**src/rtl/rf_delay_pkg.sv**
```systemverilog
/*
 * Shared constants for the radio turnaround and preamble configuration block:
 * register indices, field positions, values after reset, timing and states.
 * Assumes a single 100 MHz system clock and a 32-bit AXI4-Lite register bus.
 */
// Function
// - Wait programmed steps before TX path power-down
// - Insert programmed delay on TX to RX
// - Insert low-field delay on RX to TX
// - Field value two gives standard eight symbols
package rf_delay_pkg;

    ////////////////////////////////////////////////////////////////////////////////
    // Timing.

    // System clock period in nanoseconds.
    localparam int CLK_PERIOD_NS     = 10;
    // One delay step in microseconds.
    localparam int DELAY_STEP_US     = 16;
    // Clock cycles in one delay step, rounded up to whole cycles.
    localparam int DELAY_STEP_CYCLES = (DELAY_STEP_US * 1000 + CLK_PERIOD_NS - 1) / CLK_PERIOD_NS;

    ////////////////////////////////////////////////////////////////////////////////
    // Register map: indices; the byte address is four times the index.

    localparam int             AXI_ADDR_W       = 16;
    localparam logic [13:0]    IDX_TX_FRAME_FMT = 14'h2215;
    localparam logic [13:0]    IDX_TX_OFF_DELAY = 14'h2216;
    localparam logic [13:0]    IDX_TURNAROUND   = 14'h2217;
    localparam logic [13:0]    IDX_RADIO_STATUS = 14'h2218;
    localparam logic [13:0]    IDX_GAIN_CFG_3   = 14'h2223;

    // Field positions inside the 8-bit registers.
    localparam int             FLD_HI_LSB       = 4;
    localparam int             FLD_LO_LSB       = 0;
    localparam int             FLD_W            = 4;

    // Values after reset.
    localparam logic [7:0]     RST_TX_FRAME_FMT = 8'h02;
    localparam logic [7:0]     RST_TX_OFF_DELAY = 8'h4F;
    localparam logic [7:0]     RST_TURNAROUND   = 8'h73;
    localparam logic [7:0]     RST_GAIN_CFG_3   = 8'h00;

    ////////////////////////////////////////////////////////////////////////////////
    // Preamble.

    // Symbols added to the programmed preamble field.
    localparam logic [4:0]     PREAMBLE_BASE    = 5'h06;
    // Field value that yields the standard eight-symbol preamble.
    localparam logic [3:0]     PREAMBLE_STD_VAL = 4'h2;

    ////////////////////////////////////////////////////////////////////////////////
    // Bus responses and radio states.

    localparam logic [1:0]     RESP_OKAY        = 2'b00;
    localparam logic [1:0]     RESP_SLVERR      = 2'b10;

    // Radio states, Gray coded along off, TX, tail, TX-to-RX, RX, RX-to-TX.
    typedef enum logic [2:0] {
        ST_OFF     = 3'b000,
        ST_TX      = 3'b001,
        ST_TX_TAIL = 3'b011,
        ST_TX2RX   = 3'b010,
        ST_RX      = 3'b110,
        ST_RX2TX   = 3'b111
    } radio_state_e;

    // Register index of a byte address.
    function automatic logic [13:0] index_of(input logic [AXI_ADDR_W-1:0] addr);
        index_of = addr[AXI_ADDR_W-1:2];
    endfunction : index_of

endpackage : rf_delay_pkg

```
**src/rtl/step_delay_timer.sv**
```systemverilog
/*
 * Delay timer counting whole steps of UNIT_CYCLES clock cycles.
 * Assumes start_in is a one-cycle pulse and units_in is stable with it.
 */
module step_delay_timer
    import rf_delay_pkg::*;
#(
    parameter int UNIT_CYCLES = DELAY_STEP_CYCLES,
    parameter int UNITS_W     = FLD_W
) (
    // Clock and reset.
    input  wire logic               clk_in,
    input  wire logic               reset_n_in,
    // Control.
    input  wire logic               start_in,
    input  wire logic [UNITS_W-1:0] units_in,
    // Status.
    output logic                    busy_out,
    output logic                    done_out
);

    localparam int PRE_W = (UNIT_CYCLES > 1) ? $clog2(UNIT_CYCLES) : 1;

    logic [PRE_W-1:0]   pre_cnt_reg;    // Cycles inside the current step.
    logic [UNITS_W-1:0] units_left_reg; // Steps still to run.

    wire step_end   = (pre_cnt_reg == PRE_W'(UNIT_CYCLES - 1));
    wire last_unit  = (units_left_reg == UNITS_W'(1));
    wire zero_units = (units_in == '0);

    // The step divider restarts at every start, so a delay is exact to the cycle
    // instead of depending on the phase of a free-running tick.
    always_ff @(posedge clk_in or negedge reset_n_in) begin
        if (!reset_n_in) begin
            pre_cnt_reg    <= '0;
            units_left_reg <= '0;
            busy_out       <= 1'b0;
            done_out       <= 1'b0;
        end else if (start_in) begin
            pre_cnt_reg    <= '0;
            units_left_reg <= units_in;
            busy_out       <= !zero_units;
            done_out       <= zero_units;
        end else if (busy_out && step_end) begin
            pre_cnt_reg    <= '0;
            units_left_reg <= units_left_reg - UNITS_W'(1);
            busy_out       <= !last_unit;
            done_out       <= last_unit;
        end else begin
            pre_cnt_reg    <= busy_out ? pre_cnt_reg + PRE_W'(1) : '0;
            done_out       <= 1'b0;
        end
    end

endmodule : step_delay_timer

```
**src/rtl/rf_state_delay_preamble_cfg.sv**
```systemverilog
/*
 * Radio state sequencing with programmable power-down and turnaround delays,
 * transmit preamble length control, and an AXI4-Lite register slave.
 * Assumes all inputs are synchronous to clk_in and event inputs are pulses.
 */
// Decided for this implementation: register access over AXI4-Lite.
module rf_state_delay_preamble_cfg
    import rf_delay_pkg::*;
#(
    parameter int UNIT_CYCLES = DELAY_STEP_CYCLES
) (
    // Clock and reset.
    input  wire logic                  clk_in,
    input  wire logic                  reset_n_in,
    // AXI4-Lite write address.
    input  wire logic [AXI_ADDR_W-1:0] s_axi_awaddr_in,
    input  wire logic                  s_axi_awvalid_in,
    output logic                       s_axi_awready_out,
    // AXI4-Lite write data.
    input  wire logic [31:0]           s_axi_wdata_in,
    input  wire logic [3:0]            s_axi_wstrb_in,
    input  wire logic                  s_axi_wvalid_in,
    output logic                       s_axi_wready_out,
    // AXI4-Lite write response.
    output logic [1:0]                 s_axi_bresp_out,
    output logic                       s_axi_bvalid_out,
    input  wire logic                  s_axi_bready_in,
    // AXI4-Lite read address.
    input  wire logic [AXI_ADDR_W-1:0] s_axi_araddr_in,
    input  wire logic                  s_axi_arvalid_in,
    output logic                       s_axi_arready_out,
    // AXI4-Lite read data.
    output logic [31:0]                s_axi_rdata_out,
    output logic [1:0]                 s_axi_rresp_out,
    output logic                       s_axi_rvalid_out,
    input  wire logic                  s_axi_rready_in,
    // Radio sequencing requests.
    input  wire logic                  tx_start_in,
    input  wire logic                  rx_start_in,
    input  wire logic                  tx_packet_done_in,
    input  wire logic                  radio_stop_in,
    // Preamble generation.
    input  wire logic                  preamble_start_in,
    input  wire logic                  symbol_tick_in,
    // Radio path controls.
    output logic                       tx_path_on_out,
    output logic                       rx_path_on_out,
    output logic                       turnaround_out,
    // Preamble status.
    output logic [4:0]                 tx_preamble_symbols_out,
    output logic                       tx_preamble_std_out,
    output logic                       preamble_active_out,
    output logic                       preamble_done_out
);

    ////////////////////////////////////////////////////////////////////////////////
    // Registers.

    logic [7:0]   tx_frame_fmt_reg;   // Holds the transmit preamble field.
    logic [7:0]   tx_off_delay_reg;   // Holds the TX path power-down delay.
    logic [7:0]   turnaround_reg;     // Holds both turnaround delays.
    logic [7:0]   gain_cfg_3_reg;     // Plain storage for the gain setting.
    radio_state_e state_reg;          // Current radio state.
    radio_state_e state_next;         // State for the next cycle.

    // Fields of the configuration registers.
    wire [3:0] tx_path_off_delay = tx_off_delay_reg[FLD_HI_LSB +: FLD_W];
    wire [3:0] tx_to_rx_delay    = turnaround_reg[FLD_HI_LSB +: FLD_W];
    wire [3:0] rx_to_tx_delay    = turnaround_reg[FLD_LO_LSB +: FLD_W];
    wire [3:0] tx_preamble_len   = tx_frame_fmt_reg[FLD_LO_LSB +: FLD_W];

    ////////////////////////////////////////////////////////////////////////////////
    // AXI4-Lite write channel.

    logic [AXI_ADDR_W-1:0] wr_addr_reg;   // Captured write address.
    logic [7:0]            wr_data_reg;   // Captured low data byte.
    logic                  wr_strb_reg;   // Captured low byte enable.
    logic                  aw_held_reg;   // Write address captured.
    logic                  w_held_reg;    // Write data captured.

    wire aw_take  = s_axi_awvalid_in && s_axi_awready_out;
    wire w_take   = s_axi_wvalid_in && s_axi_wready_out;
    wire wr_fire  = aw_held_reg && w_held_reg && !s_axi_bvalid_out;
    wire [13:0] wr_idx = index_of(wr_addr_reg);
    wire wr_hit_frame = (wr_idx == IDX_TX_FRAME_FMT);
    wire wr_hit_off   = (wr_idx == IDX_TX_OFF_DELAY);
    wire wr_hit_turn  = (wr_idx == IDX_TURNAROUND);
    wire wr_hit_gain  = (wr_idx == IDX_GAIN_CFG_3);
    wire wr_hit_stat  = (wr_idx == IDX_RADIO_STATUS);
    wire wr_mapped    = wr_hit_frame || wr_hit_off || wr_hit_turn || wr_hit_gain
                        || wr_hit_stat;
    wire wr_store     = wr_fire && wr_strb_reg;

    // Address and data are taken apart, in either order; the
    // response waits for both.
    always_ff @(posedge clk_in or negedge reset_n_in) begin
        if (!reset_n_in) begin
            aw_held_reg <= 1'b0;
            w_held_reg  <= 1'b0;
            wr_addr_reg <= '0;
            wr_data_reg <= '0;
            wr_strb_reg <= 1'b0;
        end else begin
            if (aw_take) begin
                aw_held_reg <= 1'b1;
                wr_addr_reg <= s_axi_awaddr_in;
            end else if (wr_fire) begin
                aw_held_reg <= 1'b0;
            end
            if (w_take) begin
                w_held_reg  <= 1'b1;
                wr_data_reg <= s_axi_wdata_in[7:0];
                wr_strb_reg <= s_axi_wstrb_in[0];
            end else if (wr_fire) begin
                w_held_reg  <= 1'b0;
            end
        end
    end

    // Ready is low while a beat is held, so no second write can overtake.
    always_ff @(posedge clk_in or negedge reset_n_in) begin
        if (!reset_n_in) begin
            s_axi_awready_out <= 1'b0;
            s_axi_wready_out  <= 1'b0;
            s_axi_bvalid_out  <= 1'b0;
            s_axi_bresp_out   <= RESP_OKAY;
        end else begin
            s_axi_awready_out <= !aw_held_reg && !aw_take && !s_axi_bvalid_out;
            s_axi_wready_out  <= !w_held_reg && !w_take && !s_axi_bvalid_out;
            if (wr_fire) begin
                s_axi_bvalid_out <= 1'b1;
                s_axi_bresp_out  <= wr_mapped ? RESP_OKAY : RESP_SLVERR;
            end else if (s_axi_bready_in) begin
                s_axi_bvalid_out <= 1'b0;
            end
        end
    end

    // Configuration storage; the status register ignores writes.
    always_ff @(posedge clk_in or negedge reset_n_in) begin
        if (!reset_n_in) begin
            tx_frame_fmt_reg <= RST_TX_FRAME_FMT;
            tx_off_delay_reg <= RST_TX_OFF_DELAY;
            turnaround_reg   <= RST_TURNAROUND;
            gain_cfg_3_reg   <= RST_GAIN_CFG_3;
        end else if (wr_store) begin
            if (wr_hit_frame) begin
                tx_frame_fmt_reg <= wr_data_reg;
            end
            if (wr_hit_off) begin
                tx_off_delay_reg <= wr_data_reg;
            end
            if (wr_hit_turn) begin
                turnaround_reg <= wr_data_reg;
            end
            if (wr_hit_gain) begin
                gain_cfg_3_reg <= wr_data_reg;
            end
        end
    end

    ////////////////////////////////////////////////////////////////////////////////
    // AXI4-Lite read channel.

    logic       timer_busy;                // Delay timer running.
    logic       timer_done;                // Delay timer expired.
    wire        ar_take = s_axi_arvalid_in && s_axi_arready_out;
    wire [13:0] rd_idx  = index_of(s_axi_araddr_in);
    wire        rd_hit_frame = (rd_idx == IDX_TX_FRAME_FMT);
    wire        rd_hit_off   = (rd_idx == IDX_TX_OFF_DELAY);
    wire        rd_hit_turn  = (rd_idx == IDX_TURNAROUND);
    wire        rd_hit_gain  = (rd_idx == IDX_GAIN_CFG_3);
    wire        rd_hit_stat  = (rd_idx == IDX_RADIO_STATUS);
    wire        rd_mapped    = rd_hit_frame || rd_hit_off || rd_hit_turn || rd_hit_gain
                               || rd_hit_stat;
    // Status shows the live state, timer and preamble activity.
    wire [7:0]  status_byte  = {3'b000, preamble_active_out, timer_busy, state_reg};
    wire [7:0]  rd_byte      = rd_hit_frame ? tx_frame_fmt_reg :
                               rd_hit_off   ? tx_off_delay_reg :
                               rd_hit_turn  ? turnaround_reg   :
                               rd_hit_gain  ? gain_cfg_3_reg   :
                               rd_hit_stat  ? status_byte      : 8'h00;

    // One read at a time; data are captured when the address is taken.
    always_ff @(posedge clk_in or negedge reset_n_in) begin
        if (!reset_n_in) begin
            s_axi_arready_out <= 1'b0;
            s_axi_rvalid_out  <= 1'b0;
            s_axi_rdata_out   <= '0;
            s_axi_rresp_out   <= RESP_OKAY;
        end else begin
            s_axi_arready_out <= !s_axi_rvalid_out && !ar_take;
            if (ar_take) begin
                s_axi_rvalid_out <= 1'b1;
                s_axi_rdata_out  <= {24'h0000_00, rd_byte};
                s_axi_rresp_out  <= rd_mapped ? RESP_OKAY : RESP_SLVERR;
            end else if (s_axi_rready_in) begin
                s_axi_rvalid_out <= 1'b0;
            end
        end
    end

    ////////////////////////////////////////////////////////////////////////////////
    // Radio state sequencing.

    // Next state: stop wins, then the requests, then timer expiry.
    always_comb begin
        state_next = state_reg;
        case (state_reg)
            ST_OFF: begin
                if (tx_start_in) begin
                    state_next = ST_TX;
                end else if (rx_start_in) begin
                    state_next = ST_RX;
                end
            end
            ST_TX: begin
                if (rx_start_in) begin
                    state_next = ST_TX2RX;
                end else if (tx_packet_done_in) begin
                    state_next = ST_TX_TAIL;
                end
            end
            ST_TX_TAIL: begin
                if (rx_start_in) begin
                    state_next = ST_TX2RX;
                end else if (tx_start_in) begin
                    state_next = ST_TX;
                end else if (timer_done) begin
                    state_next = ST_OFF;
                end
            end
            ST_TX2RX: begin
                if (timer_done) begin
                    state_next = ST_RX;
                end
            end
            ST_RX: begin
                if (tx_start_in) begin
                    state_next = ST_RX2TX;
                end
            end
            ST_RX2TX: begin
                if (timer_done) begin
                    state_next = ST_TX;
                end
            end
            default: begin
                state_next = ST_OFF;
            end
        endcase
        if (radio_stop_in) begin
            state_next = ST_OFF;
        end
    end

    // A delay starts on entry to a waiting state; one timer is enough because
    // only one delay can run at a time.
    wire       enter_wait  = (state_next != state_reg) && ((state_next == ST_TX_TAIL)
                             || (state_next == ST_TX2RX) || (state_next == ST_RX2TX));
    wire [3:0] wait_units  = (state_next == ST_TX_TAIL) ? tx_path_off_delay :
                             (state_next == ST_TX2RX)   ? tx_to_rx_delay    :
                                                          rx_to_tx_delay;

    step_delay_timer #(
        .UNIT_CYCLES (UNIT_CYCLES),
        .UNITS_W     (FLD_W)
    ) u_timer (
        .clk_in      (clk_in),
        .reset_n_in  (reset_n_in),
        .start_in    (enter_wait),
        .units_in    (wait_units),
        .busy_out    (timer_busy),
        .done_out    (timer_done)
    );

    // State and path controls are registered so the outputs are glitch free.
    always_ff @(posedge clk_in or negedge reset_n_in) begin
        if (!reset_n_in) begin
            state_reg      <= ST_OFF;
            tx_path_on_out <= 1'b0;
            rx_path_on_out <= 1'b0;
            turnaround_out <= 1'b0;
        end else begin
            state_reg      <= state_next;
            tx_path_on_out <= (state_next == ST_TX) || (state_next == ST_TX_TAIL);
            rx_path_on_out <= (state_next == ST_RX);
            turnaround_out <= (state_next == ST_TX2RX) || (state_next == ST_RX2TX);
        end
    end

    ////////////////////////////////////////////////////////////////////////////////
    // Transmit preamble.

    logic [4:0] sym_left_reg;               // Preamble symbols still to send.
    wire  [4:0] preamble_symbols = {1'b0, tx_preamble_len} + PREAMBLE_BASE;

    // The length is caught at start, so a register write during a preamble
    // cannot shorten or stretch the one being sent.
    always_ff @(posedge clk_in or negedge reset_n_in) begin
        if (!reset_n_in) begin
            sym_left_reg            <= '0;
            preamble_active_out     <= 1'b0;
            preamble_done_out       <= 1'b0;
            tx_preamble_symbols_out <= '0;
            tx_preamble_std_out     <= 1'b0;
        end else begin
            tx_preamble_symbols_out <= preamble_symbols;
            tx_preamble_std_out     <= (tx_preamble_len == PREAMBLE_STD_VAL);
            preamble_done_out       <= 1'b0;
            if (preamble_start_in) begin
                sym_left_reg        <= preamble_symbols;
                preamble_active_out <= 1'b1;
            end else if (preamble_active_out && symbol_tick_in) begin
                sym_left_reg        <= sym_left_reg - 5'h01;
                if (sym_left_reg == 5'h01) begin
                    preamble_active_out <= 1'b0;
                    preamble_done_out   <= 1'b1;
                end
            end
        end
    end

endmodule : rf_state_delay_preamble_cfg

```
**config.mk**
```make
export PLATFORM = sky130hd
export DESIGN_NAME = rf_state_delay_preamble_cfg
export DESIGN_NICKNAME = d
export VERILOG_FILES = /design/src/rtl/rf_delay_pkg.sv /design/src/rtl/step_delay_timer.sv /design/src/rtl/rf_state_delay_preamble_cfg.sv
export SDC_FILE = /design/constraint.sdc
export NUM_CORES = 1
export LEC_CHECK = 0
export BUFFER_PORTS_ARGS = -buffer_cell sky130_fd_sc_hd__buf_2
export CAP_MARGIN = 40
export CORE_MARGIN = 5
export CORE_UTILIZATION = 48
export CTS_CLUSTER_SIZE = 20
export DETAILED_ROUTE_END_ITERATION = 16
export PLACE_DENSITY = 0.77
export SLEW_MARGIN = 25
export SYNTH_ARGS = -nofsm -noshare
export SYNTH_HDL_FRONTEND = slang
export SYNTH_SLANG_ARGS = --single-unit
```
**constraint.sdc**
```tcl
create_clock -name clk_in -period 2.2 [get_ports clk_in]
set_input_delay 0.44 -clock clk_in [delete_from_list [all_inputs] [get_ports clk_in]]
set_output_delay 0.44 -clock clk_in [all_outputs]
set_load 0.02 [all_outputs]
```
Word-level counts from Yosys, hierarchy flattened
Cells that the tools add are included.
- add/sub/neg operators: 4
- eq/ne operators: 25
- reductions and logical operators: 49
- mux-type cells: 45
- operator list (kind ; number):
    14-bit == test (second input constant) ; 10
    11-bit 2-to-1 mux ; 3
    3-bit 2-to-1 mux ; 11
    8-bit 2-to-1 mux ; 4
    3-bit case mux with 6 select lines ; 1
    1-bit 2-to-1 mux ; 17
    4-bit 2-to-1 mux ; 4
    5-bit 2-to-1 mux ; 3
    1-bit logical AND ; 14
    2-bit nonzero test ; 7
    3-bit by 2-bit == test with 1-bit output (second input constant) ; 4
    3-bit == test (second input constant) ; 4
    1-bit logical OR ; 12
    11-bit by 1-bit adder with 11-bit output (second input constant) ; 1
    11-bit == test (second input constant) ; 1
    2-bit AND reduction ; 5
    1-bit logical NOT ; 9
    3-bit by 1-bit == test with 1-bit output (second input constant) ; 2
    4-bit by 3-bit adder with 5-bit output (second input constant) ; 1
    5-bit by 1-bit == test with 1-bit output (second input constant) ; 1
    5-bit by 1-bit subtractor with 5-bit output (second input constant) ; 1
    4-bit by 1-bit == test with 1-bit output (second input constant) ; 1
    4-bit by 2-bit == test with 1-bit output (second input constant) ; 1
    4-bit logical NOT ; 1
    4 further kinds ; 5
- logic and storage cells: 153
- input port bits: 81
- output and inout bits: 52
- flip-flop bits (word level): 112

Logic depth before layout (Yosys ltp)
Gate-level depths: netlist of the first run.
- word-level depth: 11
- gate-level depth with buffers: 7
- mapped depth without buffers: 6

Hierarchy
Synthesis of the first run repeated with hierarchy kept, for this count alone.
- cells, all modules: 487
- area total of the unflattened synthesis: 5450.2 um2
- modules (own cells, without submodules) (module ; seq. area each (um2) ; instances ; cells each ; area each (um2)):
    rf_state_delay_preamble_cfg ; 2290.9 ; 1 ; 389 ; 4476.8
    step_delay_timer ; 425.4 ; 1 ; 98 ; 973.4

Worst setup path before layout of the first run
No wires, ideal clock.
- path type: register to register
- from: register state_reg[2]
- to: register u_timer.done_out
- data required time: 2.075 ns
- buffers on the path: 1
- path slack: 0.056 ns
- arrival: 2.019 ns
- library setup time: 0.125 ns
- stages on the path, launching flop included: 7
- clock period less this slack: 2.144 ns
- cell sequence: dfrtp_1 or4b_1 a21o_1 a221oi_2 or3_1 buf_6 mux2_4
- longest elaborated chain between the ends: 10
- elaborated cells on any way between the ends: 29
- those cells by class: 9 x eq/ne; 15 x mux; 5 x reduce/logical
- ends and longest elaborated chain (item ; RTL line ; text):
    from (decl) ; rf_state_delay_preamble_cfg.sv:63 ; radio_state_e state_reg;
    from (signal assigned) ; rf_state_delay_preamble_cfg.sv:285 ; state_reg <= state_next;
    3-bit 2-to-1 mux ; rf_state_delay_preamble_cfg.sv:229 ; end else if (timer_done) begin
    3-bit 2-to-1 mux ; rf_state_delay_preamble_cfg.sv:227 ; end else if (tx_start_in) begin
    3-bit 2-to-1 mux ; rf_state_delay_preamble_cfg.sv:225 ; if (rx_start_in) begin
    3-bit case mux with 6 select lines ; rf_state_delay_preamble_cfg.sv:209 ; case (state_reg)
    3-bit 2-to-1 mux ; rf_state_delay_preamble_cfg.sv:252 ; if (radio_stop_in) begin
    3-bit by 2-bit == test with 1-bit output (on tied branches) ; - ;
    4-bit 2-to-1 mux or 1-bit logical OR (tied branches) ; rf_state_delay_preamble_cfg.sv:262, rf_state_delay_preamble_cfg.sv:260 ;
    4-bit 2-to-1 mux or 1-bit logical OR (tied branches) ; rf_state_delay_preamble_cfg.sv:261, rf_state_delay_preamble_cfg.sv:260 ;
    4-bit logical NOT or 1-bit logical AND (tied branches) ; step_delay_timer.sv:29, rf_state_delay_preamble_cfg.sv:259 ;
    1-bit 2-to-1 mux (*) ; step_delay_timer.sv:39 ; end else if (start_in) begin
    to (signal assigned) ; step_delay_timer.sv:43 ; done_out <= zero_units;
    to (signal assigned) ; step_delay_timer.sv:48 ; done_out <= last_unit;
    to (decl) ; step_delay_timer.sv:19 ; output logic done_out
Every way passes the cells marked *; elsewhere a longest branch is shown, timed or not.
A chain may end at the register's enable or synchronous reset.

Worst setup path in the final report of the first run
- from: register state_reg[1]
- to: register u_timer.units_left_reg[2]
- longest elaborated chain between the ends: 10
- elaborated cells on any way between the ends: 29
- those cells by class: 9 x eq/ne; 15 x mux; 5 x reduce/logical
- ends and longest elaborated chain (item ; RTL line ; text):
    3-bit 2-to-1 mux ; rf_state_delay_preamble_cfg.sv:229 ;
    3-bit 2-to-1 mux ; rf_state_delay_preamble_cfg.sv:227 ;
    3-bit 2-to-1 mux ; rf_state_delay_preamble_cfg.sv:225 ;
    3-bit case mux with 6 select lines ; rf_state_delay_preamble_cfg.sv:209 ;
    3-bit 2-to-1 mux ; rf_state_delay_preamble_cfg.sv:252 ;
    3-bit by 2-bit == test with 1-bit output (on tied branches) ; - ;
    1-bit logical OR (2 in a row) ; rf_state_delay_preamble_cfg.sv:260 ; || (state_next == ST_TX2RX) || (state_next == ST_RX2TX));
    1-bit logical AND ; rf_state_delay_preamble_cfg.sv:259 ; wire enter_wait = (state_next != state_reg) && ((state_next == ST_TX_TAIL)
    4-bit 2-to-1 mux or 2-bit nonzero test (tied branches) ; - ;
    to (signal assigned) ; step_delay_timer.sv:41 ; units_left_reg <= units_in;
    to (signal assigned) ; step_delay_timer.sv:46 ; units_left_reg <= units_left_reg - UNITS_W'(1);
    to (decl) ; step_delay_timer.sv:25 ; logic [UNITS_W-1:0] units_left_reg;
Several ways; a longest one is shown, not always the timed one.

==> results of run 1 <==
-- power breakdown --
part / switching (mW) / internal (mW)
logic: 0.690 / 0.645
registers: 0.330 / 2.36
clock network: 0.753 / 0.900
-- cells in the final DEF, fill, tap and decap left out, drive strengths merged, types with 5 or more instances in the layout --
| cell type | n |
|---|---|
| a31oi | 5 |
| nand3b | 5 |
| a21oi | 7 |
| buf | 103 |
| nor3 | 8 |
| conb | 26 |
| inv | 19 |
| clkbuf | 9 |
| a22oi | 7 |
| o21ai | 33 |
| nand2 | 26 |
| nor2b | 9 |
| mux2 | 61 |
| mux2i | 6 |
| nand2b | 8 |
| dfstp | 11 |
| xnor2 | 14 |
| nand3 | 12 |
| nor2 | 31 |
| a211oi | 7 |
| nor4 | 6 |
| ha | 6 |
| dfrtp | 97 |
-- worst max-delay path: cells and delay by family (launching register included) --
kind | cells | cell delay, ns
AOI/OAI and AO/OA | 2 | 0.51
buffers and inverters | 1 | 0.11
DFF | 1 | 0.40
muxes | 1 | 0.30
and+or+nand+nor | 2 | 0.69
-- layout make-up --
type | instances | area share [%]
timing repair buffer | 103 | 9.88
sequential | 108 | 42.9
clock inverter | 7 | 1.34
clock buffer | 9 | 3.56
tap | 140 | 2.77
multi-input combinational | 339 | 38.6
inverter | 17 | 1.01
-- worst max-delay path by stage --
stage | cells past startpoint | slack, ns | endpoint
2_1_floorplan | 6 | 0.06 | u_timer.done_out$_DFF_PN0_
3_3_place_gp | 7 | -0.02 | u_timer.units_left_reg[1]$_DFFE_PN0P_
3_5_place_dp | 7 | -0.04 | u_timer.units_left_reg[2]$_DFFE_PN0P_
5_1_grt | 6 | 0.02 | u_timer.units_left_reg[0]$_DFFE_PN0P_
4_1_cts | 6 | 0.09 | u_timer.units_left_reg[2]$_DFFE_PN0P_
6_report | 6 | 0.08 | u_timer.units_left_reg[2]$_DFFE_PN0P_
-- timing repair --
| item | 4_1_cts | 5_1_grt |
|---|---|---|
| setup buffers | 0 | 0 |
| gates resized for setup | 0 | 2 |
| setup endpoints to repair | 0 | 22 |
-- cell families (layout without fill, tap and decap cells) --
group           count (synthesis)  in the layout  synth area share (%)
compound gates                 85             85                  10.6
xor+xnor                       18             18                  2.93
fa+ha+maj                       6              6                  1.39
buf+inv                        57            136                  6.05
flops                         108            108                  50.5
mux                            67             67                  14.2
other cells                     1             26                0.0697
simple gates                  137            137                  14.3
-- routing by layer --
metal	global-route usage [%]	share of wire (%)	vias to the layer above
li1	-	-	1872
met1	23.4	43	1905
met2	28.8	47	143
met3	3.76	7.2	23
met4	8.97	2.7	0
met5	0	0	-
==> metrics.sh, run 1 <==
RUN_STATUS='finished clean'
PLACEMENTROWS=38
MIN_PERIOD_NS=2.12
PORT-BUFFER-COUNT=75
ARRIVAL_TIME_OF_DATA_AT_THE_CRITICAL_PATH_ENDPOINT_NS=2.35
PATH_MAX_FANOUT=6
DIE_W_UM=116
YS_SEQ_ELEMENTS=108
R2R.WORST_PATH.CELLS=6
PLACE_AREA_SQ_MM=0.00601
GR-USAGE-ALL-LAYERS_PCT=18.0
HOLD-WORST-SLACK_NS=0.0453
SYNTH-MAIN-FF-CELL='dfrtp_1'
AREAGROWTHSYNTHTOFINISH_PCT=17.7
CRITICAL_PATH.STARTPOINT_TYPE='flop'
TIMING.CRITICAL_PATH.CELLS='or4b_1, a21o_1, a221oi_2, or3_4, buf_12, mux2_4'
DRT-VIAS-PER-INSTANCE=5.45
DRT_ITER0_DRC=219
ROUTEDWLPERCELL_UM=15.8
HOLD_BUFFERS=0
SYNTH.CELL_AREA_SQ_MM=0.00538
REQUIRED_NS=2.44
DIEHEIGHT_UM=116
FINAL_CORE_UTILIZATION_PCT=57.9
COREAREA_SQ_MM=0.0109
NETS=665
WORST_PATH_MAX_DELAY_CELL='or4b_1'
SYNTH.YOSYS.WARNINGS=0
SYNTH_ASYNC_SR_FLOP_SHARE_PCT=100
FINAL-INSTANCE-COUNT-EXCL-FILL=723
REPORT.FINAL.SLEW_VIOL_COUNT=0
LAUNCH_INSTANCE_OF_THE_WORST_REGISTER_TO_REGISTER_PATH='state_reg[1]$_DFF_PN0_'
PIN_COUNT=133
CLOCKBUFFERDEPTH=2
SETUP_VIOLATIONS=0
DRC=0
GRT_SETUP_UNREPAIRED='false'
CLOCK_TREE.ROOT_CELL='clkbuf_16'
POSTSYNTHCELLCOUNT=479
SETUP_SLACK_NS=0.0824
CRITICAL_PATH.STARTPOINT='state_reg[1]$_DFF_PN0_'
SYNTH_SEQUENTIAL_AREA_RATIO_PCT=50.5
CTS_NUM_SINKS=108
SETUP-TNS-FINAL_NS=0
INITIAL_CELL_DENSITY_OF_THE_CORE_PCT=49.2
FINAL_CLOCK_PERIOD_UTILIZATION_BY_THE_WORST_PATH_PCT=96.3
TIMING_WORST_SLEW_PIN_VALUE_NS=0.633
ANTENNA_CELLS_INSERTED=0
HOLD_PATH.CLASS='input port to async pin'
FINAL_HOLD_VIOL_COUNT=0
POWER.DENSITY_mW_PER_MM2=896
REG2REG_SETUP_SLACK_NS=0.08
TIMING.MAX_SLEW.REL_SLACK_PCT=57.2
CLOCK_SKEW_NS=0.0129
MAX_CLOCK_FREQ_GHz=0.472
GRT_MAX_DEGREE=39
SYNTH-EDFF-COUNT=0
YS_TOP_CELLS_BY_COUNT='dfrtp_1, mux2_2, o21ai_0'
DP_HPWL_MM=8.68
PRE_CTS_WS_NS=-0.0447
SEQCELLAREA_SQ_MM=0.00272
FINAL.FILL_COUNT=918
CTS_HTREE_LEVELS=3
STATIC-LEAKAGE-POWER_nW=2.96
REGTOREGENDPOINT='u_timer.units_left_reg[2]$_DFFE_PN0P_'
MAX_FFS_PER_REGISTER=14
VIAS_AFTER_DETAILED_ROUTING=3943
YOSYS.AREA.TOP_TYPE='dfrtp_1'
TOTALPOWERFINAL_mW=5.68
PEAK_IR_DROP_ON_THE_VDD_NETWORK_V=0.000684
CTS_TREE='built'
LAYOUT-DRIVE-GT1-SHARE_PCT=34.6
DRT-PASS1-ITER-COUNT=4
NUMCTSBUFFERS=9
GRT_ANTENNA_BEFORE_REPAIR=0
CP-END-KIND='flop'
MULTI_INPUT_AREA_SQ_MM=0.00244
WIRE_LENGTH_OF_THE_FIRST_GLOBAL_ROUTING_PASS_MM=19.0
NUMBER_OF_GLOBAL_ROUTE_VIAS_BEFORE_REPAIR=3954
SYNTH_TOP_CELLS_BY_AREA='dfrtp_1, mux2_2, dfstp_2'
ANTENNA_VIOLATING_NETS_POST_ROUTE=0
GP_ROUTABILITY_CONGESTION=0.896
NUMPLACEDINSTANCES=707
YOSYS.CELL_TYPES.COUNT=59
CTS.REPORTEDPATHS.CLKPINSLEW_NS=0.07
GRT.OVERFLOW.TOTAL=0
WORST-SETUP-PATH-TYPE='flop to flop'
TIMING.CRITICAL_PATH.SLOWEST_CELL_DELAY_NS=0.50
SYNTHESIS.AREA_PER_INSTANCE_SQ_UM=11.2
FINAL_CELL_AREA_SQ_MM=0.00633
MAXCAP_VIOL_COUNT=0
NETLIST.AREA_LEADER.SHARE_PCT=45.1
SYNTH.MOST_COMMON_CELL='dfrtp_1'
DIE-AREA_SQ_MM=0.0134
WIRELENGTH_MM=11.5
WORST_SKEW_PAIR.LATE_LATENCY_NS=0.35
Power figures use the tool's default switching activity.
==> inputs of run 2 (changes only) <==
--- a/config.mk
+++ b/config.mk
@@ -12,6 +12,7 @@
 export CTS_CLUSTER_SIZE = 20
 export DETAILED_ROUTE_END_ITERATION = 16
 export PLACE_DENSITY = 0.77
+export RECOVER_POWER = 100
 export SLEW_MARGIN = 25
 export SYNTH_ARGS = -nofsm -noshare
 export SYNTH_HDL_FRONTEND = slang
==> constraint.sdc (replaced) <==
create_clock -name clk_in -period 2.2 [get_ports clk_in]
set_input_delay 0.44 -clock clk_in [delete_from_list [all_inputs] [get_ports clk_in]]
set_output_delay 0.44 -clock clk_in [all_outputs]
set_load 0.05 [all_outputs]
==> run 2 against run 1 <==
- the run now ends with capacitance limit, slew limit left
- design area is 1.1% lower
- core utilization fell by 0.62 points
- sequential share of layout area increased by 0.46 points
- clock skew fell by 0.00094 ns
- critical path depth unchanged
- maximum frequency is 0.27% higher
- power grew 3.5%
- global-route usage stayed put
- first-iteration DRC count shrank 8.7%
- clock-buffer cell count unchanged
==> metrics.sh, run 2 (same netlist as run 1, synthesis figures left out) <==
WIRE_LENGTH_OF_THE_FIRST_GLOBAL_ROUTING_PASS_MM=19.0
DRT_ITER0_DRC=200
GRT_ANTENNA_BEFORE_REPAIR=0
WORST_PATH_MAX_DELAY_CELL='or4b_1'
MAXCAP_VIOL_COUNT=1
CTS_NUM_SINKS=108
NUMCTSBUFFERS=9
P_SW_mW=2.00
FINAL.FILL_COUNT=943
DRC=0
RUN_STATUS='finished, violations left'
HOLD_BUFFERS=0
DRT-PASS1-ITER-COUNT=4
INITIAL_CELL_DENSITY_OF_THE_CORE_PCT=49.2
HOLD_PATH.CLASS='input port to flop'
DRT-VIAS-PER-INSTANCE=5.39
CTS_HTREE_LEVELS=3
PIN_COUNT=133
CTS_TREE='built'
CLOCKBUFFERDEPTH=2
PATH_MAX_FANOUT=6
GRT.OVERFLOW.TOTAL=0
POWER.DENSITY_mW_PER_MM2=938
CP-END-KIND='flop'
VIOLATIONS_IN_THE_FINAL_REPORTS='capacitance limit, slew limit'
TIMING.CRITICAL_PATH.CELLS='or4b_1, a21o_1, a221oi_2, or3_4, buf_12, mux2_4'
ROUTEDWLPERCELL_UM=15.9
STATIC-LEAKAGE-POWER_nW=2.85
FINAL_CLOCK_PERIOD_UTILIZATION_BY_THE_WORST_PATH_PCT=96.0
COREAREA_SQ_MM=0.0109
MAX_CLOCK_FREQ_GHz=0.473
WORSTPATHBUFFERINVERTERCOUNT=1
GRT_MAX_DEGREE=39
ARRIVAL_TIME_OF_DATA_AT_THE_CRITICAL_PATH_ENDPOINT_NS=2.35
NETS=665
GRT_SETUP_UNREPAIRED='false'
LAYOUT-DRIVE-GT1-SHARE_PCT=29.2
CLOCK_SKEW_NS=0.0119
CTS.REPORTEDPATHS.CLKPINSLEW_NS=0.07
CRITICAL_PATH.STARTPOINT_TYPE='flop'
PLACEMENTROWS=38
PATH_DELAY_FAMILY='simple AND/OR/NAND/NOR gates'
MIN_PERIOD_NS=2.11
DP_HPWL_MM=8.68
TIMING.MAX_SLEW.REL_SLACK_PCT=-27.3
SEQPWRFRAC_PCT=45.8
NUMBER_OF_GLOBAL_ROUTE_VIAS_BEFORE_REPAIR=3954
GP_ROUTABILITY_CONGESTION=0.896
MAX_FFS_PER_REGISTER=14
DIE-AREA_SQ_MM=0.0134
INTERNAL-POWER_mW=3.87
WORST_SKEW_PAIR.LATE_LATENCY_NS=0.35
GATE_POWER_SHARE_PCT=26.0
TIMING_WORST_SLEW_PIN_VALUE_NS=1.91
REG2REG_SETUP_SLACK_NS=0.09
REQUIRED_NS=2.44
WORST-SETUP-PATH-TYPE='flop to flop'
HOLD-WORST-SLACK_NS=0.263
WIRELENGTH_MM=11.5
POWER_FRAC_CLOCK_PCT=28.2
MOST-COMMON-LAYOUT-CELLS='dfrtp_1, mux2_2, buf_2, o21ai_0'
REPORT.FINAL.SLEW_VIOL_COUNT=35
FINAL_HOLD_VIOL_COUNT=0
MOSTFREQUENTLAYOUTCELL='dfrtp_1'
DIE_W_UM=116
VIAS_AFTER_DETAILED_ROUTING=3896
CLOCK_TREE.ROOT_CELL='clkbuf_16'
PLACE_AREA_SQ_MM=0.00601
ANTENNA_VIOLATING_NETS_POST_ROUTE=0
FINAL_CORE_UTILIZATION_PCT=57.3
PEAK_IR_DROP_ON_THE_VDD_NETWORK_V=0.000688
SETUP_VIOLATIONS=0
GR-USAGE-ALL-LAYERS_PCT=18.0
ANTENNA_CELLS_INSERTED=0
DIEHEIGHT_UM=116
SWSHARE_PCT=34.1
FINAL_CELL_AREA_SQ_MM=0.00627
TIMING.CRITICAL_PATH.SLOWEST_CELL_DELAY_NS=0.50
TOTALPOWERFINAL_mW=5.88
AREAGROWTHSYNTHTOFINISH_PCT=16.5
PORT-BUFFER-COUNT=75
==> run 2: path summary, 6_finish.rpt <==
path	cells past startpoint	start	endpoint
min in group asynchronous	1	reset_n_in	state_reg[0]$_DFF_PN0_
worst max register to register	6	state_reg[1]$_DFF_PN0_	u_timer.units_left_reg[2]$_DFFE_PN0P_
worst min register to register	1	s_axi_rvalid_out$_DFFE_PN0P_	s_axi_arready_out$_DFF_PN0_
worst max-delay path	6	state_reg[1]$_DFF_PN0_	u_timer.units_left_reg[2]$_DFFE_PN0P_
max in group asynchronous	2	reset_n_in	sym_left_reg[2]$_DFFE_PN0P_
worst min-delay path	2	s_axi_bready_in	s_axi_bvalid_out$_DFFE_PN0P_
==> run 2: layer usage <==
metal | track usage, % | wire length, um | up-vias
li1 | - | - | 1865
met1 | 23.4 | 4960 | 1887
met2 | 28.8 | 5420 | 119
met3 | 3.76 | 773 | 25
met4 | 8.97 | 355 | 0
met5 | 0 | 0 | -
==> run 2: power groups by stage <==
stage,Combinational [mW],Clock (mW),Sequential [mW]
after detailed placement,1.56,0,2.72
after CTS,1.57,1.70,2.69
after floorplan,0.955,0,2.87
after global routing,1.68,1.78,2.75
final,1.53,1.66,2.69
after global placement,1.50,0,2.69
==> run 2: stage by stage <==
step                      TNS [ns]  cells  worst slack, ns
after floorplan                  0    504           0.0138
after global placement      -0.110    707          -0.0232
after detailed placement    -0.232    707          -0.0447
after CTS                        0    723           0.0869
after global routing             0    723          0.00831
final                            0    723           0.0881
==> run 2: area by class of cell <==
cell class                      instances  area (sq um)  share of cell area (%)
Sequential cell                       108          2720                    43.3
Multi-Input combinational cell        339          2430                    38.8
Inverter                               17          63.8                    1.02
Clock inverter                          7          85.1                    1.36
Clock buffer                            9           225                    3.59
Tap cell                              140           175                    2.79
Timing Repair Buffer                  103           568                    9.06
==> run 2: timing repair <==
item	4_1_cts	5_1_grt
buffers inserted	0	0
gates resized for setup	0	2
setup endpoints to repair	0	22
endpoints found under the hold margin	0	0
==> run 2: worst register-to-register path, delay by kind of cell (launching register included) <==
kind / cells / cell delay [ns]
and+or+nand+nor: 2 / 0.69
AOI/OAI and AO/OA: 2 / 0.50
DFF: 1 / 0.40
muxes: 1 / 0.29
buffers and inverters: 1 / 0.11
==> inputs of run 3 (changes only) <==
--- a/config.mk
+++ b/config.mk
@@ -8,12 +8,13 @@
 export BUFFER_PORTS_ARGS = -buffer_cell sky130_fd_sc_hd__buf_2
 export CAP_MARGIN = 40
 export CORE_MARGIN = 5
-export CORE_UTILIZATION = 48
+export CORE_UTILIZATION = 50
 export CTS_CLUSTER_SIZE = 20
 export DETAILED_ROUTE_END_ITERATION = 16
-export PLACE_DENSITY = 0.77
+export PLACE_DENSITY = 0.76
 export RECOVER_POWER = 100
 export SLEW_MARGIN = 25
 export SYNTH_ARGS = -nofsm -noshare
 export SYNTH_HDL_FRONTEND = slang
+export SYNTH_HIERARCHICAL = 1
 export SYNTH_SLANG_ARGS = --single-unit
==> constraint.sdc (replaced) <==
create_clock -name clk_in -period 2.1 [get_ports clk_in]
set_input_delay 0.42 -clock clk_in [delete_from_list [all_inputs] [get_ports clk_in]]
set_output_delay 0.42 -clock clk_in [all_outputs]
set_load 0.05 [all_outputs]
==> run 3 against run 2 <==
- the run ends with setup timing left
- power is 0.52% lower
- sequential share of layout area is 1.4 points lower
- via count rose by 4.4%
- maximum frequency decreased by 16%
- combinational power increased by 12%
- critical path depth is 3 higher
- first-iteration DRC count is 5.5% higher
- worst setup slack worse by 0.50 ns
- synthesized area increased by 1.3%
- register-to-register slack worse by 0.50 ns
- hold slack worse by 0.045 ns
- largest cell class unchanged
==> metrics.sh, run 3 <==
LAUNCH_INSTANCE_OF_THE_WORST_REGISTER_TO_REGISTER_PATH='state_reg[2]$_DFF_PN0_'
DIEHEIGHT_UM=114
YS_TOP_CELLS_BY_COUNT='dfrtp_1, mux2_2, nand2_1'
PORT-BUFFER-COUNT=75
PEAK_IR_DROP_ON_THE_VDD_NETWORK_V=0.000622
FINAL_HOLD_VIOL_COUNT=0
DRC=0
VIAS_AFTER_DETAILED_ROUTING=4067
SYNTHESIS.AREA_PER_INSTANCE_SQ_UM=11.2
MIN_PATH_CELLS=2
ARRIVAL_TIME_OF_DATA_AT_THE_CRITICAL_PATH_ENDPOINT_NS=2.76
SYNTH.MOST_COMMON_CELL='dfrtp_1'
SYNTH_ASYNC_SR_FLOP_SHARE_PCT=100
DIE_W_UM=114
GRT_ANTENNA_BEFORE_REPAIR=0
P_SW_mW=2.12
CLOCK_SKEW_NS=0.0194
DRT-VIAS-PER-INSTANCE=5.50
GATE_POWER_SHARE_PCT=29.2
SYNTH.CELL_AREA_SQ_MM=0.00545
REGTOREGENDPOINT='u_timer/busy_out$_DFFE_PN0P_'
DRT-PASS1-ITER-COUNT=4
CTS_HTREE_LEVELS=3
MAX_FFS_PER_REGISTER=14
MOST-COMMON-LAYOUT-CELLS='dfrtp_1, buf_2, mux2_2, nand2_1, buf_4'
SWSHARE_PCT=36.3
SYNTH_SEQUENTIAL_AREA_RATIO_PCT=49.8
POSTSYNTHCELLCOUNT=487
ANTENNA_CELLS_INSERTED=0
NETLIST.AREA_LEADER.SHARE_PCT=44.5
ROUTEDWLPERCELL_UM=15.8
LAYOUT-DRIVE-GT1-SHARE_PCT=40.2
SYNTH.YOSYS.WARNINGS=6
PATH_MAX_FANOUT=6
POWER.DENSITY_mW_PER_MM2=902
PLACE_AREA_SQ_MM=0.00620
TOTALPOWERFINAL_mW=5.85
COREAREA_SQ_MM=0.0107
MIN_PERIOD_NS=2.51
HOLD-WORST-SLACK_NS=0.218
RUN_STATUS='finished, violations left'
GRT_SETUP_UNREPAIRED='true'
YS_SEQ_ELEMENTS=108
CRITICAL_PATH.STARTPOINT='state_reg[2]$_DFF_PN0_'
WORST-SETUP-PATH-TYPE='flop to flop'
YOSYS.CELL_TYPES.COUNT=66
MAXCAP_VIOL_COUNT=0
VIOLATIONS_IN_THE_FINAL_REPORTS='setup timing'
REPORT.FINAL.SLEW_VIOL_COUNT=0
AREAGROWTHSYNTHTOFINISH_PCT=18.9
MAX_CLOCK_FREQ_GHz=0.399
YOSYS.AREA.TOP_TYPE='dfrtp_1'
GRT_MAX_DEGREE=34
FINAL_CELL_AREA_SQ_MM=0.00648
CTS.REPORTEDPATHS.CLKPINSLEW_NS=0.11
TIMING_WORST_SLEW_PIN_VALUE_NS=0.826
FINAL_CLOCK_PERIOD_UTILIZATION_BY_THE_WORST_PATH_PCT=119
SYNTH-MAIN-FF-CELL='dfrtp_1'
CRITICAL_PATH.STARTPOINT_TYPE='flop'
GP_ROUTABILITY_CONGESTION=0.914
ANTENNA_VIOLATING_NETS_POST_ROUTE=0
INITIAL_CELL_DENSITY_OF_THE_CORE_PCT=50.7
FINAL.FILL_COUNT=898
DP_HPWL_MM=8.95
REG2REG_SETUP_SLACK_NS=-0.41
MIN_FROM='s_axi_bready_in'
SETUP_SLACK_NS=-0.409
SETUP_VIOLATIONS=17
HOLD_PATH.CLASS='input port to flop'
DIE-AREA_SQ_MM=0.0131
CLOCKBUFFERDEPTH=2
WIRE_LENGTH_OF_THE_FIRST_GLOBAL_ROUTING_PASS_MM=19.4
STATIC-LEAKAGE-POWER_nW=2.97
PIN_COUNT=133
SETUP-TNS-FINAL_NS=-4.50
HOLD_END='s_axi_bvalid_out$_DFFE_PN0P_'
REQUIRED_NS=2.35
CTS_NUM_SINKS=108
POWER_FRAC_CLOCK_PCT=21.8
INTERNAL-POWER_mW=3.72
DRT_ITER0_DRC=211
SYNTH-EDFF-COUNT=0
R2R.WORST_PATH.CELLS=9
NUMCTSBUFFERS=9
MOSTFREQUENTLAYOUTCELL='dfrtp_1'
FINAL-INSTANCE-COUNT-EXCL-FILL=740
TIMING.MAX_SLEW.REL_SLACK_PCT=44.9
GRT.OVERFLOW.TOTAL=0
GR-USAGE-ALL-LAYERS_PCT=18.5
NETS=682
SEQPWRFRAC_PCT=49.0
CLOCK_TREE.ROOT_CELL='clkbuf_8'
NUMPLACEDINSTANCES=718
NUMBER_OF_GLOBAL_ROUTE_VIAS_BEFORE_REPAIR=3971
CP-END-KIND='flop'
CTS_TREE='built'
WORST_SKEW_PAIR.LATE_LATENCY_NS=0.37
SYNTH_TOP_CELLS_BY_AREA='dfrtp_1, mux2_2, dfstp_2'
PLACEMENTROWS=38
WIRELENGTH_MM=11.7
run 3: cell types whose count changed after synthesis, sizes merged, moves of 4 or more:
cell | before | now
a21oi | 7 | 17
nor2 | 31 | 18
nor3 | 8 | 22
a22oi | 7 | 3
or4 | 0 | 6
o21ai | 33 | 26
o41ai | 1 | 5
mux2i | 6 | 2
xnor2 | 14 | 7
nand2 | 26 | 34
run 3: what timing repair did:
item / CTS / global route
gates cloned: 0 / 0
setup endpoints to repair: 17 / 48
pin swaps: 4 / 2
endpoints found under the hold margin: 10 / 0
resized for setup: 9 / 5
hold buffers: 1 / 0
setup buffers: 3 / 2
run 3: layout make-up:
type	count	area [sq um]	area share [%]
clock buffers	10	128	1.97
clock inverters	6	70.1	1.08
inverters	19	71.3	1.10
multi-input cells	344	2610	40.3
flip-flops and latches	108	2720	42.0
well taps	140	175	2.70
repair buffers	113	704	10.9
run 3: cell families after synthesis:
group / Yosys count / share of synthesized area (%)
xor+xnor: 9 / 1.45
mux: 66 / 13.6
flops: 108 / 49.8
fa+ha+maj: 6 / 1.38
simple gates: 146 / 15.8
other cells: 1 / 0.0688
buf+inv: 60 / 6.54
compound gates: 91 / 11.3
run 3: routing by layer:
layer	track usage (%)	share of wire, %
met1	25.1	45
met2	29.4	47
met3	4.18	5.8
met4	6.10	1.7
met5	0	0
run 3: power by group through the flow:
| stage | clock network [mW] | logic, mW | registers, mW |
|---|---|---|---|
| after floorplan | 0 | 0.970 | 3.10 |
| after global placement | 0 | 1.61 | 2.87 |
| after detailed placement | 0 | 1.65 | 2.90 |
| after CTS | 1.30 | 1.71 | 2.86 |
| after global routing | 1.39 | 1.87 | 2.93 |
| final | 1.27 | 1.71 | 2.87 |
run 3: worst max-delay path by stage:
stage	endpoint	cells after the start
2_1_floorplan	u_timer/busy_out$_DFFE_PN0P_	9
3_3_place_gp	u_timer/busy_out$_DFFE_PN0P_	9
3_5_place_dp	u_timer/busy_out$_DFFE_PN0P_	9
4_1_cts	u_timer/busy_out$_DFFE_PN0P_	9
5_1_grt	u_timer/busy_out$_DFFE_PN0P_	9
6_report	u_timer/busy_out$_DFFE_PN0P_	9
run 3: worst max-delay path, stage by stage (launching register included):
cell and delay [ns]:
dfrtp_1 0.42, nand2b_4 0.18, a21oi_4 0.07, nor3_4 0.25
buf_12 0.15, mux2_4 0.29, mux2_4 0.27, or4_4 0.53
o21ai_2 0.14, mux2i_1 0.09
run 3: stage by stage:
stage	utilization, %	setup slack [ns]
2_1_floorplan	-	-0.359
3_3_place_gp	57.7	-0.492
3_5_place_dp	57.7	-0.546
4_1_cts	60.3	-0.360
5_1_grt	60.3	-0.494
6_report	60.3	-0.409
